[src/ieb4_defines.vh]
// Constants for the interrupt enable bank: addresses, bit positions, reset values.
// Assumes a 4-bit word address on the plain register port and 16-bit data.
`ifndef IEB4_DEFINES_VH
`define IEB4_DEFINES_VH

// Register word addresses
`define IEB4_ADDR_ENABLE 4'h0
`define IEB4_ADDR_STATUS 4'h1
`define IEB4_ADDR_PENDING 4'h2

// Field positions inside the 16-bit registers
`define IEB4_BIT_UART_ONE_ERR 1
`define IEB4_BIT_UART_TWO_ERR 2
`define IEB4_BIT_DMA_CH6_DONE 4
`define IEB4_BIT_DMA_CH7_DONE 5
`define IEB4_BIT_CAN_ONE_TX 6
`define IEB4_BIT_CAN_TWO_TX 7

// Implemented bits; all others read as zero
`define IEB4_IMPL_MASK 16'h00F6

// Reset values
`define IEB4_ENABLE_RESET 16'h0000
`define IEB4_STATUS_RESET 16'h0000
`define IEB4_RDATA_RESET 16'h0000

`endif

[src/ieb4_enable_bank.v]
// Interrupt enable bank four: per-source enables gating six peripheral requests,
// sticky event status with write-one-to-clear, and one level interrupt output.
// Assumes requests are synchronous levels and the register master never waits.
//
// Functional notes
// - One passes a request, zero blocks it
// - Bit 6 gates first network transmit request
// - Bit 5 gates DMA channel 7 done
// - Enable bits read/write, cleared at reset
//
// The plain strobed port and the register offsets are this design's own decisions.
`timescale 1ns/1ns
`default_nettype none
`include "ieb4_defines.vh"

module ieb4_enable_bank #(
   parameter AW = 4,
   parameter DW = 16
) (
   // Clock and reset
   input wire i_clk,
   input wire i_reset_n,
   // Register port
   input wire [AW-1:0] i_addr,
   input wire [DW-1:0] i_wdata,
   input wire i_wr,
   input wire i_rd,
   output wire [DW-1:0] o_rdata,
   // Raw peripheral requests
   input wire i_can_one_tx_req,
   input wire i_can_two_tx_req,
   input wire i_dma_ch6_done,
   input wire i_dma_ch7_done,
   input wire i_uart_one_err,
   input wire i_uart_two_err,
   // Gated requests towards the controller
   output wire o_can_one_tx_req_gated,
   output wire o_can_two_tx_req_gated,
   output wire o_dma_ch6_done_gated,
   output wire o_dma_ch7_done_gated,
   output wire o_uart_one_err_gated,
   output wire o_uart_two_err_gated,
   // Summary interrupt
   output wire o_irq
);

   ////////////////////////////////////////////////////////////////////////////
   // Decode helper

   // Address match, used by the write decode; the read path decodes with a case
   function addr_is;
      input [AW-1:0] a;
      input [AW-1:0] want;
      begin
         addr_is = (a == want);
      end
   endfunction

   ////////////////////////////////////////////////////////////////////////////
   // Raw request vector

   wire [DW-1:0] raw_req;

   // Bit map shared by the enable, status and pending registers:
   //   7  second network module transmit request
   //   6  first network module transmit request
   //   5  DMA channel 7 transfer done
   //   4  DMA channel 6 transfer done
   //   2  second UART error
   //   1  first UART error
   //   15-8, 3, 0  unused, always zero
   // Place each source at its enable bit; unmapped bits stay zero
   assign raw_req[15:8] = 8'h00;
   assign raw_req[`IEB4_BIT_CAN_TWO_TX] = i_can_two_tx_req;
   assign raw_req[`IEB4_BIT_CAN_ONE_TX] = i_can_one_tx_req;
   assign raw_req[`IEB4_BIT_DMA_CH7_DONE] = i_dma_ch7_done;
   assign raw_req[`IEB4_BIT_DMA_CH6_DONE] = i_dma_ch6_done;
   assign raw_req[3] = 1'b0;
   assign raw_req[`IEB4_BIT_UART_TWO_ERR] = i_uart_two_err;
   assign raw_req[`IEB4_BIT_UART_ONE_ERR] = i_uart_one_err;
   assign raw_req[0] = 1'b0;

   ////////////////////////////////////////////////////////////////////////////
   // Write decode

   wire wr_enable;
   wire wr_status;

   // One strobe each for enable and status; writes to pending or unmapped addresses decode to nothing
   assign wr_enable = i_wr & addr_is(i_addr, `IEB4_ADDR_ENABLE);
   assign wr_status = i_wr & addr_is(i_addr, `IEB4_ADDR_STATUS);

   ////////////////////////////////////////////////////////////////////////////
   // Enable register

   reg [DW-1:0] enable_r;
   wire [DW-1:0] enable_nxt;

   // Software owns this register alone; hardware never changes it
   // Unimplemented bits never store, so they always read zero
   assign enable_nxt = wr_enable ? (i_wdata & `IEB4_IMPL_MASK) : enable_r;

   // All sources start disabled
   always @(posedge i_clk or negedge i_reset_n) begin
      if (!i_reset_n) begin
         enable_r <= `IEB4_ENABLE_RESET;
      end else begin
         enable_r <= enable_nxt;
      end
   end

   ////////////////////////////////////////////////////////////////////////////
   // Gated request outputs

   wire [DW-1:0] gated;

   // One flop per position; the same gate repeats across the word
   genvar g;
   generate
      for (g = 0; g < DW; g = g + 1) begin : gate_bit
         reg bit_r;
         wire bit_nxt;

         // Registered for clean outputs; costs one cycle of latency
         assign bit_nxt = raw_req[g] & enable_r[g];

         // Unused positions see a zero request and stay low
         always @(posedge i_clk or negedge i_reset_n) begin
            if (!i_reset_n) begin
               bit_r <= 1'b0;
            end else begin
               bit_r <= bit_nxt;
            end
         end

         assign gated[g] = bit_r;
      end
   endgenerate

   // Only the six live positions leave the block
   assign o_can_two_tx_req_gated = gated[`IEB4_BIT_CAN_TWO_TX];
   assign o_can_one_tx_req_gated = gated[`IEB4_BIT_CAN_ONE_TX];
   assign o_dma_ch7_done_gated = gated[`IEB4_BIT_DMA_CH7_DONE];
   assign o_dma_ch6_done_gated = gated[`IEB4_BIT_DMA_CH6_DONE];
   assign o_uart_two_err_gated = gated[`IEB4_BIT_UART_TWO_ERR];
   assign o_uart_one_err_gated = gated[`IEB4_BIT_UART_ONE_ERR];

   ////////////////////////////////////////////////////////////////////////////
   // Sticky event status

   wire [DW-1:0] status;
   wire [DW-1:0] status_clr;

   // Write one to clear; a raw event in the same cycle keeps the bit
   assign status_clr = wr_status ? (i_wdata & `IEB4_IMPL_MASK) : {DW{1'b0}};

   ieb4_sticky #(
      .WIDTH(DW),
      .RESET_VAL(`IEB4_STATUS_RESET)
   ) u_status (
      .i_clk(i_clk),
      .i_reset_n(i_reset_n),
      .i_set(raw_req),
      .i_clear(status_clr),
      .o_flags(status)
   );

   ////////////////////////////////////////////////////////////////////////////
   // Pending view and interrupt

   wire [DW-1:0] pending;

   // The enable register doubles as the mask, so a disabled source still
   // latches status and fires as soon as software enables it
   assign pending = status & enable_r;

   // Level interrupt while any enabled event is latched
   assign o_irq = |pending;

   ////////////////////////////////////////////////////////////////////////////
   // Read path

   reg [DW-1:0] rdata_r;
   reg [DW-1:0] rdata_nxt;

   // Data valid only in the cycle after the read strobe
   always @* begin
      rdata_nxt = {DW{1'b0}};
      // With no strobe the port rests at zero, so stale data never shows
      if (i_rd) begin
         case (i_addr)
            `IEB4_ADDR_ENABLE: begin
               rdata_nxt = enable_r;
            end
            `IEB4_ADDR_STATUS: begin
               rdata_nxt = status;
            end
            `IEB4_ADDR_PENDING: begin
               rdata_nxt = pending;
            end
            default: begin
               // Unmapped addresses read as zero
               rdata_nxt = {DW{1'b0}};
            end
         endcase
      end
   end

   always @(posedge i_clk or negedge i_reset_n) begin
      if (!i_reset_n) begin
         rdata_r <= `IEB4_RDATA_RESET;
      end else begin
         rdata_r <= rdata_nxt;
      end
   end

   assign o_rdata = rdata_r;

endmodule

`default_nettype wire

[src/ieb4_sticky.v]
// Sticky flag bank: bits set by hardware events, cleared by writing a one.
// Assumes set and clear strobes are synchronous to i_clk.
`timescale 1ns/1ns
`default_nettype none

module ieb4_sticky #(
   parameter WIDTH = 16,
   parameter [WIDTH-1:0] RESET_VAL = {WIDTH{1'b0}}
) (
   // Clock and reset
   input wire i_clk,
   input wire i_reset_n,
   // Set and clear
   input wire [WIDTH-1:0] i_set,
   input wire [WIDTH-1:0] i_clear,
   // Flag state
   output wire [WIDTH-1:0] o_flags
);

   reg [WIDTH-1:0] flags_r;
   wire [WIDTH-1:0] flags_nxt;

   // Set wins over clear so an event in the clearing cycle is kept
   assign flags_nxt = (flags_r & ~i_clear) | i_set;

   // Flag storage
   always @(posedge i_clk or negedge i_reset_n) begin
      if (!i_reset_n) begin
         flags_r <= RESET_VAL;
      end else begin
         flags_r <= flags_nxt;
      end
   end

   assign o_flags = flags_r;

endmodule

`default_nettype wire

[config.mk]
export PLATFORM = sky130hd
export DESIGN_NAME = ieb4_enable_bank
export DESIGN_NICKNAME = d
export VERILOG_FILES = /design/src/ieb4_enable_bank.v /design/src/ieb4_sticky.v
export VERILOG_INCLUDE_DIRS = /design/src
export SDC_FILE = /design/constraint.sdc
export NUM_CORES = 1
export LEC_CHECK = 0
export BUFFER_PORTS_ARGS = -buffer_cell sky130_fd_sc_hd__buf_4
export CAP_MARGIN = 20
export CORE_AREA = 2 2 64 66
export CTS_CLUSTER_SIZE = 8
export DETAILED_ROUTE_END_ITERATION = 8
export DIE_AREA = 0 0 66 68
export SETUP_SLACK_MARGIN = 0.05
export SYNTH_ARGS = -nofsm -noshare
export SYNTH_HDL_FRONTEND = slang
export SYNTH_SLANG_ARGS = --single-unit
[constraint.sdc]
create_clock -name i_clk -period 2.2 [get_ports i_clk]
set_input_delay 0.33 -clock i_clk [delete_from_list [all_inputs] [get_ports i_clk]]
set_output_delay 0.33 -clock i_clk [all_outputs]
set_load 0.02 [all_outputs]
==> results_dict.tcl, run 1 <==
set metrics [dict create \
    ant_nets 0 \
    start_util_pct 28.65 \
    place_ws_ns 0.4369 \
    antenna_found_initial 0 \
    finalWeightedCongestion 0.7101 \
    synthArstFlopShare_pct 100.0 \
    slew_headroom_pct 63.15 \
    critical_path.startpoint_type "input port" \
    place_inst 177 \
    path_buf_inv 1 \
    rows 23 \
    crit_family "simple AND/OR/NAND/NOR gates" \
    grt_pass1_wl_mm 3.263 \
    ys_ff_latch 24 \
    coreArea_um2 3856 \
    clkSinkCount 24 \
    final_common_cell "buf_4" \
    clkLatencyLatePin_ns 0.25 \
    slowest_stage "or4b_1" \
    ioPinCount 53 \
    syn_inst 98 \
    final_cell_mix "buf_4, dfrtp_1, and2_1" \
    avgSynthCellArea_um2 11.27 \
    htree_levels 1 \
    grt_pass1_vias 777 \
    port_buffers 32 \
    worstPathCellList "buf_4, or4b_1, nor2_8, mux2_2" \
    die_x_um 66 \
    die_area_um2 4488 \
    min_path_type "input port to flip-flop" \
    crit_type "input port to flip-flop" \
    outcome "finished clean" \
    worst_slew_pin_slew_ns 0.5515 \
    crit_path_end_kind "flip-flop" \
    nets 163 \
    worst_ep_arrival_time_ns 1.62 \
    final-setup-viol-count 0 \
    synth-seq-area-share_pct 54.36 \
    clockBufferDepth 2 \
    grt_max_degree 25 \
    critical_path.max_stage_delay_ns 0.63 \
    antenna_cells 0 \
    rsz0062_at_grt "no" \
    min_period_over_period_pct 67.25 \
    cts_tree "yes" \
    timing.final.ws_setup_ns 0.7206 \
    drive_gt1_share_pct 32.82 \
    fin_cells 181 \
    synthDistinctLibCells 16 \
    tns_ns 0 \
    grt_overflow_total 0 \
    peakVddDrop_v 0.0002396 \
    wl_mm 2.111 \
    vias 766 \
    synth_edf_count 0 \
    viasPerCell 4.232 \
    synthFlopType "dfrtp_1" \
    fillers 407 \
    syn_to_final_growth_pct 27.52 \
    crit_required_ns 2.34 \
    slew_violations 0 \
    dr.pass1.iters 3 \
    hpwl_mm 1.630 \
    clock_skew_ns 0.001238 \
    path_clk_slew_ns 0.08 \
    post-cts-setup-buffers 0 \
    dr.first_iter.drc_count 21 \
    cap_viol_max_count 0 \
    p_per_area_nw_per_um2 698.1 \
    min_period_ns 1.479 \
    drc 0 \
    clockRootBuffer "clkbuf_8" \
    cp_max_fo 6 \
    cts_buffers 3 \
    die_height_um 68 \
    ys.warnings.count 0 \
    routedWlPerCell_um 11.66 \
    p_leak_nw 0.6863 \
    clock.fmax_ghz 0.6759 \
    grt_usage_pct 9.582 \
    synthesis.area_um2 1105 \
    hold_viol_final 0 \
]
-- worst paths after layout --
kind                                         start                               end  slack, ns  depth (start not counted)
max in group asynchronous                i_reset_n           enable_r[2]$_DFFE_PN0P_       1.47                          2
min in group asynchronous                i_reset_n  o_can_two_tx_req_gated$_DFF_PN0_       0.50                          2
setup / recovery                         i_addr[3]           enable_r[4]$_DFFE_PN0P_       0.72                          4
setup reg to reg           enable_r[4]$_DFFE_PN0P_              o_rdata[4]$_DFF_PN0_       1.30                          3
hold / removal                    i_can_one_tx_req     u_status.o_flags[6]$_DFF_PN0_       0.26                          2
hold reg to reg            enable_r[1]$_DFFE_PN0P_    o_uart_one_err_gated$_DFF_PN0_       0.53                          1
-- state kept, by name, summed over array words and instances (netlist names) --
name	count
enable_r	6
o_can_one_tx_req_gated	1
u_status.o_flags	6
o_uart_one_err_gated	1
o_dma_ch7_done_gated	1
o_rdata	6
o_dma_ch6_done_gated	1
o_uart_two_err_gated	1
o_can_two_tx_req_gated	1
-- logic make-up (layout without fill, tap and decap cells) --
family | after synthesis | count (layout) | share of synthesized area, %
DFF | 24 | 24 | 54.36
AOI/OAI and AO/OA | 12 | 12 | 6.116
buffers and inverters | 13 | 37 | 8.267
other | 1 | 10 | 0.3394
and+or+nand+nor | 36 | 36 | 19.37
muxes | 12 | 12 | 11.55
-- worst reg2reg max path, delay by kind of cell, from the launching register on --
kind / cells / cell delay [ns]
flops: 1 / 0.41
mux: 1 / 0.14
simple gates: 1 / 0.16
compound gates: 1 / 0.08
-- metal layers --
layer	routed length (µm)	global-route usage [%]	vias to the layer above	share of wire, %
li1	-	-	373	-
met1	853	10.34	363	40
met2	1050	18.18	28	50
met3	199	3.125	2	9.4
met4	8	2.296	0	0.38
met5	0	0	-	0
-- cells in the mapped netlist, types with 6 or more instances --
cell / number / share of area, %
nand2_1: 12 / 4.1
nand2b_1: 6 / 3.4
buf_4: 11 / 7.5
mux2_2: 6 / 6.1
o22ai_1: 6 / 3.4
mux2i_1: 6 / 5.4
dfrtp_1: 24 / 54
o21ai_0: 6 / 2.7
and2_1: 14 / 7.9
-- stage by stage --
| stage | hold WS, ns | utilization (%) | total power [mW] | cell area [µm²] |
|---|---|---|---|---|
| 6_report | 0.2637 | 36.53 | 0.9835 | 1409 |
| 5_1_grt | 0.2644 | 36.53 | 1.045 | 1409 |
| 4_1_cts | 0.2595 | 36.53 | 1.002 | 1409 |
| 3_5_place_dp | 0.2453 | 35.20 | 0.7515 | 1358 |
| 3_3_place_gp | 0.2404 | 35.20 | 0.7450 | 1358 |
| 2_1_floorplan | 0.03441 | - | 0.6703 | 1139 |
-- repair_timing --
item / CTS / global route
hold buffers: 1 / 0
hold endpoints to repair: 24 / 0
resized for setup: 0 / 0
-- cell type report --
type                    instances  area, µm²  share of cell area, %
well taps                      50      62.56                  4.441
multi-input cells              70      446.7                  31.71
clock buffers                   3      41.29                  2.931
flip-flops and latches         24      600.6                  42.63
repair buffers                 34      257.7                  18.29
-- power breakdown --
| group | leakage, nW | internal [mW] | switching, mW |
|---|---|---|---|
| registers | 0.288 | 0.487 | 0.0286 |
| logic | 0.377 | 0.110 | 0.114 |
| clock network | 0.0216 | 0.122 | 0.123 |
| total | 0.686 | 0.718 | 0.265 |
Note: power is estimated with default switching activity, not from simulation.
==> run 2: changes to the inputs <==
==> constraint.sdc (replaced) <==
create_clock -name i_clk -period 1.21 [get_ports i_clk]
set_input_delay 0.1815 -clock i_clk [delete_from_list [all_inputs] [get_ports i_clk]]
set_output_delay 0.1815 -clock i_clk [all_outputs]
set_load 0.02 [all_outputs]
==> run 2 against run 1 <==
Compared with the run above: critical endpoint is now o_irq; setup slack worse by 0.83 ns; largest cell class unchanged; clock-buffer cell count up 1; routed wire length up 13%; die area unchanged; register-to-register slack worse by 1.1 ns; the flow now finishes with violations (negative setup slack); clock skew up 0.0034 ns; global-route usage up 1.4 points; sequential share of layout area down 4.3 points; hold slack worse by 0.15 ns; final cell count up 7.7%; non-clock buffer count up 13.
==> results_dict.tcl, run 2 (synthesis results as in run 1) <==
set metrics [dict create \
    die_x_um 66 \
    antenna_cells 0 \
    critical_path.startpoint_type "flip-flop" \
    grt-busiest-layer "met2" \
    clockBufferDepth 2 \
    final_util_pct 40.59 \
    min_period_over_period_pct 109.1 \
    violations "negative setup slack" \
    start_util_pct 28.65 \
    port_buffers 32 \
    min_period_ns 1.320 \
    viasPerCell 4.262 \
    routedWlPerCell_um 12.19 \
    internal-power_mw 1.492 \
    ioPinCount 53 \
    switching_share_pct 26.61 \
    rows 23 \
    path_clk_slew_ns 0.08 \
    share_comb_of_total_power_pct 28.1 \
    cts_buffers 3 \
    crit_type "flip-flop to output pin" \
    final_area_um2 1565 \
    clkLatencyLatePin_ns 0.27 \
    ant_nets 0 \
    crit_path_end_kind "output pin" \
    hpwl_mm 1.652 \
    use_met1_pct 11.98 \
    holdPathStages 2 \
    final-setup-viol-count 6 \
    drc 0 \
    die_height_um 68 \
    grt_max_degree 25 \
    met3_usage_pct 2.632 \
    grt_overflow_total 0 \
    clock.fmax_ghz 0.7574 \
    dr.first_iter.drc_count 65 \
    peakVddDrop_v 0.0004476 \
    final_common_cell "buf_4" \
    final_cell_mix "buf_4, dfrtp_1, and2_1" \
    htree_levels 1 \
    nets 176 \
    pwr-share-seq_pct 45.6 \
    crit_required_ns 1.03 \
    place_ws_ns -0.3134 \
    rsz0062_at_grt "yes" \
    cap_viol_max_count 0 \
    syn_to_final_growth_pct 41.68 \
    grt_pass1_wl_mm 3.705 \
    timing.final.ws_setup_ns -0.1104 \
    worst_ep_arrival_time_ns 1.14 \
    power.switching_uw 541.0 \
    wl_mm 2.377 \
    p_per_area_nw_per_um2 1299 \
    reg2reg_depth 4 \
    placed_area_um2 1376 \
    clockRootBuffer "clkbuf_8" \
    vias 831 \
    cp_max_fo 2 \
    p_leak_nw 0.7799 \
    rr_endpoint "o_rdata[4]$_DFF_PN0_" \
    whs_endpoint "u_status.o_flags[4]$_DFF_PN0_" \
    hold_viol_final 0 \
    grt_usage_pct 10.99 \
    antenna_found_initial 0 \
    grt_util_met2_pct 20.45 \
    coreArea_um2 3856 \
    regToRegSetupSlack_ns 0.17 \
    outcome "finished, violations left" \
    slew_violations 0 \
    cts_tree "yes" \
    r2r_start "enable_r[4]$_DFFE_PN0P_" \
    finalWeightedCongestion 0.6863 \
    dr.pass1.iters 4 \
    clock_skew_ns 0.004603 \
    clockPowerShare_pct 26.3 \
    clkSinkCount 24 \
    hp-start "i_dma_ch6_done" \
    die_area_um2 4488 \
    min_path_type "input port to flip-flop" \
    grt_pass1_vias 850 \
    drive_gt1_share_pct 42.07 \
]
## run 2: changes by cell type in the layout (fill, tap and decap cells not counted), sizes merged
cell / previous run / this run
clkbuf: 3 / 4
buf: 33 / 46
## run 2: how the worst max path moves through the flow
stage / startpoint / end / slack, ns / cells after the start
2_1_floorplan: i_addr[3] / enable_r[1]$_DFFE_PN0P_ / -0.20 / 4
3_3_place_gp: i_addr[3] / enable_r[4]$_DFFE_PN0P_ / -0.28 / 4
3_5_place_dp: i_addr[3] / enable_r[5]$_DFFE_PN0P_ / -0.31 / 4
4_1_cts: u_status.o_flags[6]$_DFF_PN0_ / o_irq / -0.1 / 4
6_report: enable_r[5]$_DFFE_PN0P_ / o_irq / -0.11 / 4
5_1_grt: enable_r[4]$_DFFE_PN0P_ / o_irq / -0.16 / 4
## run 2: repair_timing
item / in CTS / in global routing
setup endpoints to repair: 7 / 10
pin swaps: 7 / 5
resized for setup: 8 / 5
hold buffers: 1 / 0
setup buffers: 9 / 2
hold endpoints to repair: 24 / 0
## run 2: worst max-delay path, stage by stage (launching register included)
cell and delay, ns:
dfrtp_1 0.39, nand2_1 0.09, and2_4 0.14, nand4_1 0.09, buf_4 0.17
## run 2: final cells by class
type	count	area, µm²
Clock buffer	4	55.05
Fill cell	394	2291
Multi-Input combinational cell	70	480.5
Sequential cell	24	600.6
Tap cell	50	62.56
Timing Repair Buffer	47	366.6
## run 2: power groups by stage
stage | Combinational, mW | Clock, mW | Sequential [mW]
2_1_floorplan | 0.233 | 0 | 0.987
4_1_cts | 0.528 | 0.550 | 0.925
5_1_grt | 0.624 | 0.584 | 0.938
6_report | 0.572 | 0.535 | 0.927
3_3_place_gp | 0.411 | 0 | 0.953
3_5_place_dp | 0.418 | 0 | 0.957
## run 2: per-layer routing
layer  wire [µm]  vias to the layer above
li1            -                      402
met1         955                      391
met2        1173                       33
met3         212                        5
met4          35                        0
met5           0                        -
## run 2: through the flow
stage               hold slack, ns  power [mW]  std cells  setup TNS [ns]
floorplan                  -0.1141       1.221        107          -1.175
detailed placement         0.09623       1.375        179          -3.071
finish                      0.1110       2.033        195         -0.1255
CTS                         0.1075       2.003        193         -0.2577
global placement           0.09095       1.364        179          -2.891
global route                0.1006       2.146        195         -0.2095
==> run 3: changes to the inputs <==
--- a/config.mk
+++ b/config.mk
@@ -12,7 +12,9 @@
 export CTS_CLUSTER_SIZE = 8
 export DETAILED_ROUTE_END_ITERATION = 8
 export DIE_AREA = 0 0 66 68
+export RECOVER_POWER = 50
 export SETUP_SLACK_MARGIN = 0.05
+export SKIP_CTS_REPAIR_TIMING = 1
 export SYNTH_ARGS = -nofsm -noshare
 export SYNTH_HDL_FRONTEND = slang
 export SYNTH_SLANG_ARGS = --single-unit
==> run 3 against run 2 <==
Compared with the run above: the run still ends with negative setup slack left; clock-buffer cell count unchanged; register-to-register slack better by 0.04 ns; die area unchanged; core utilization down 2.0 points; total power down 3.6%; critical path type unchanged.
==> results_dict.tcl, run 3 (synthesis results as in run 1) <==
set metrics [dict create \
    r2r_start "enable_r[5]$_DFFE_PN0P_" \
    final_cell_mix "buf_4, dfrtp_1, nand2_1, and2_1, conb_1" \
    min_period_ns 1.343 \
    finalWeightedCongestion 0.6863 \
    clkLatencyLatePin_ns 0.26 \
    nets 168 \
    whs_ns 0.1131 \
    peakVddDrop_v 0.0004479 \
    grt_max_degree 25 \
    final_common_cell "buf_4" \
    critical_path.startpoint_type "flip-flop" \
    ant_nets 0 \
    crit_type "flip-flop to output pin" \
    grt_overflow_total 0 \
    viasPerCell 4.273 \
    clkSinkCount 24 \
    die_height_um 68 \
    clockRootBuffer "clkbuf_8" \
    final_util_pct 38.61 \
    hp-start "i_can_one_tx_req" \
    p_per_area_nw_per_um2 1317 \
    rsz0062_at_grt "yes" \
    crit_required_ns 1.03 \
    vias 799 \
    violations "negative setup slack" \
    port_buffers 32 \
    die_area_um2 4488 \
    min_period_over_period_pct 111.0 \
    routedWlPerCell_um 11.88 \
    outcome "finished, violations left" \
    crit_path_end_kind "output pin" \
    worstSetupStartpoint "enable_r[6]$_DFFE_PN0P_" \
    drc 0 \
    clock_skew_ns 0.003948 \
    hold_viol_final 0 \
    htree_levels 1 \
    clock.fmax_ghz 0.7447 \
    worst_ep_arrival_time_ns 1.16 \
    place_inst 179 \
    wl_mm 2.221 \
    timing.final.ws_setup_ns -0.1328 \
    antenna_cells 0 \
    fin_cells 187 \
    p_leak_nw 0.7367 \
    min_path_type "input port to flip-flop" \
    slew_headroom_pct 61.44 \
    hpwl_mm 1.652 \
    slew_violations 0 \
    grt_pass1_wl_mm 3.401 \
    start_util_pct 28.65 \
    dr.first_iter.drc_count 53 \
    clockBufferDepth 2 \
    cp_max_fo 4 \
    coreArea_um2 3856 \
    rows 23 \
    grt_usage_pct 10.04 \
    ioPinCount 53 \
    total_power_mw 1.961 \
    path_clk_slew_ns 0.08 \
    antenna_found_initial 0 \
    dr.pass1.iters 3 \
    cts_tree "yes" \
    grt_pass1_vias 804 \
    cts_buffers 3 \
    cap_viol_max_count 0 \
    final-setup-viol-count 3 \
    die_x_um 66 \
    worst_slew_pin_slew_ns 0.5784 \
    syn_to_final_growth_pct 34.77 \
    drive_gt1_share_pct 37.96 \
]
## run 3: cell types whose count changed in the layout (fill, tap and decap cells not counted), sizes merged
cell	previous run	this run
buf	46	37
clkbuf	4	5
## run 3: area by class of cell
type | count | area [µm²]
fillers | 399 | 2367
flip-flops and latches | 24 | 600.6
multi-input cells | 70 | 470.5
repair buffers | 39 | 300.3
well taps | 50 | 62.56
clock buffers | 4 | 55.05
## run 3: final timing paths
path	endpoint	slack [ns]	depth (start not counted)
max	o_irq	-0.13	4
min	u_status.o_flags[6]$_DFF_PN0_	0.11	2
max reg2reg	o_rdata[5]$_DFF_PN0_	0.21	4
min reg2reg	o_uart_one_err_gated$_DFF_PN0_	0.55	1
max in group asynchronous	o_can_one_tx_req_gated$_DFF_PN0_	0.38	2
min in group asynchronous	enable_r[5]$_DFFE_PN0P_	0.45	2
## run 3: power by group
group	switching, mW	total, mW	leakage [nW]	internal, mW
clock network	0.242	0.533	0.0288	0.290
logic	0.228	0.492	0.420	0.264
registers	0.0516	0.936	0.288	0.885
## run 3: worst max-delay path, stage by stage (launching register included)
cell	delay, ns
dfrtp_1	0.41
nand2_1	0.10
and2_4	0.14
nand4_1	0.09
buf_4	0.17
## run 3: stage by stage
stage          setup WS, ns  TNS [ns]  area [µm²]
3_5_place_dp        -0.3134    -3.071        1376
6_report            -0.1328   -0.1751        1489
4_1_cts             -0.1433   -0.2661        1431
3_3_place_gp        -0.2803    -2.891        1376
2_1_floorplan       -0.1958    -1.175        1149
5_1_grt             -0.2091   -0.2663        1489
## run 3: layer usage
layer	part of all wire [%]	vias up	track usage (%)
met5	0	-	0
met4	1.6	0	4.592
met2	51	33	18.81
met1	38	377	10.54
li1	-	384	-
met3	9.4	5	2.632
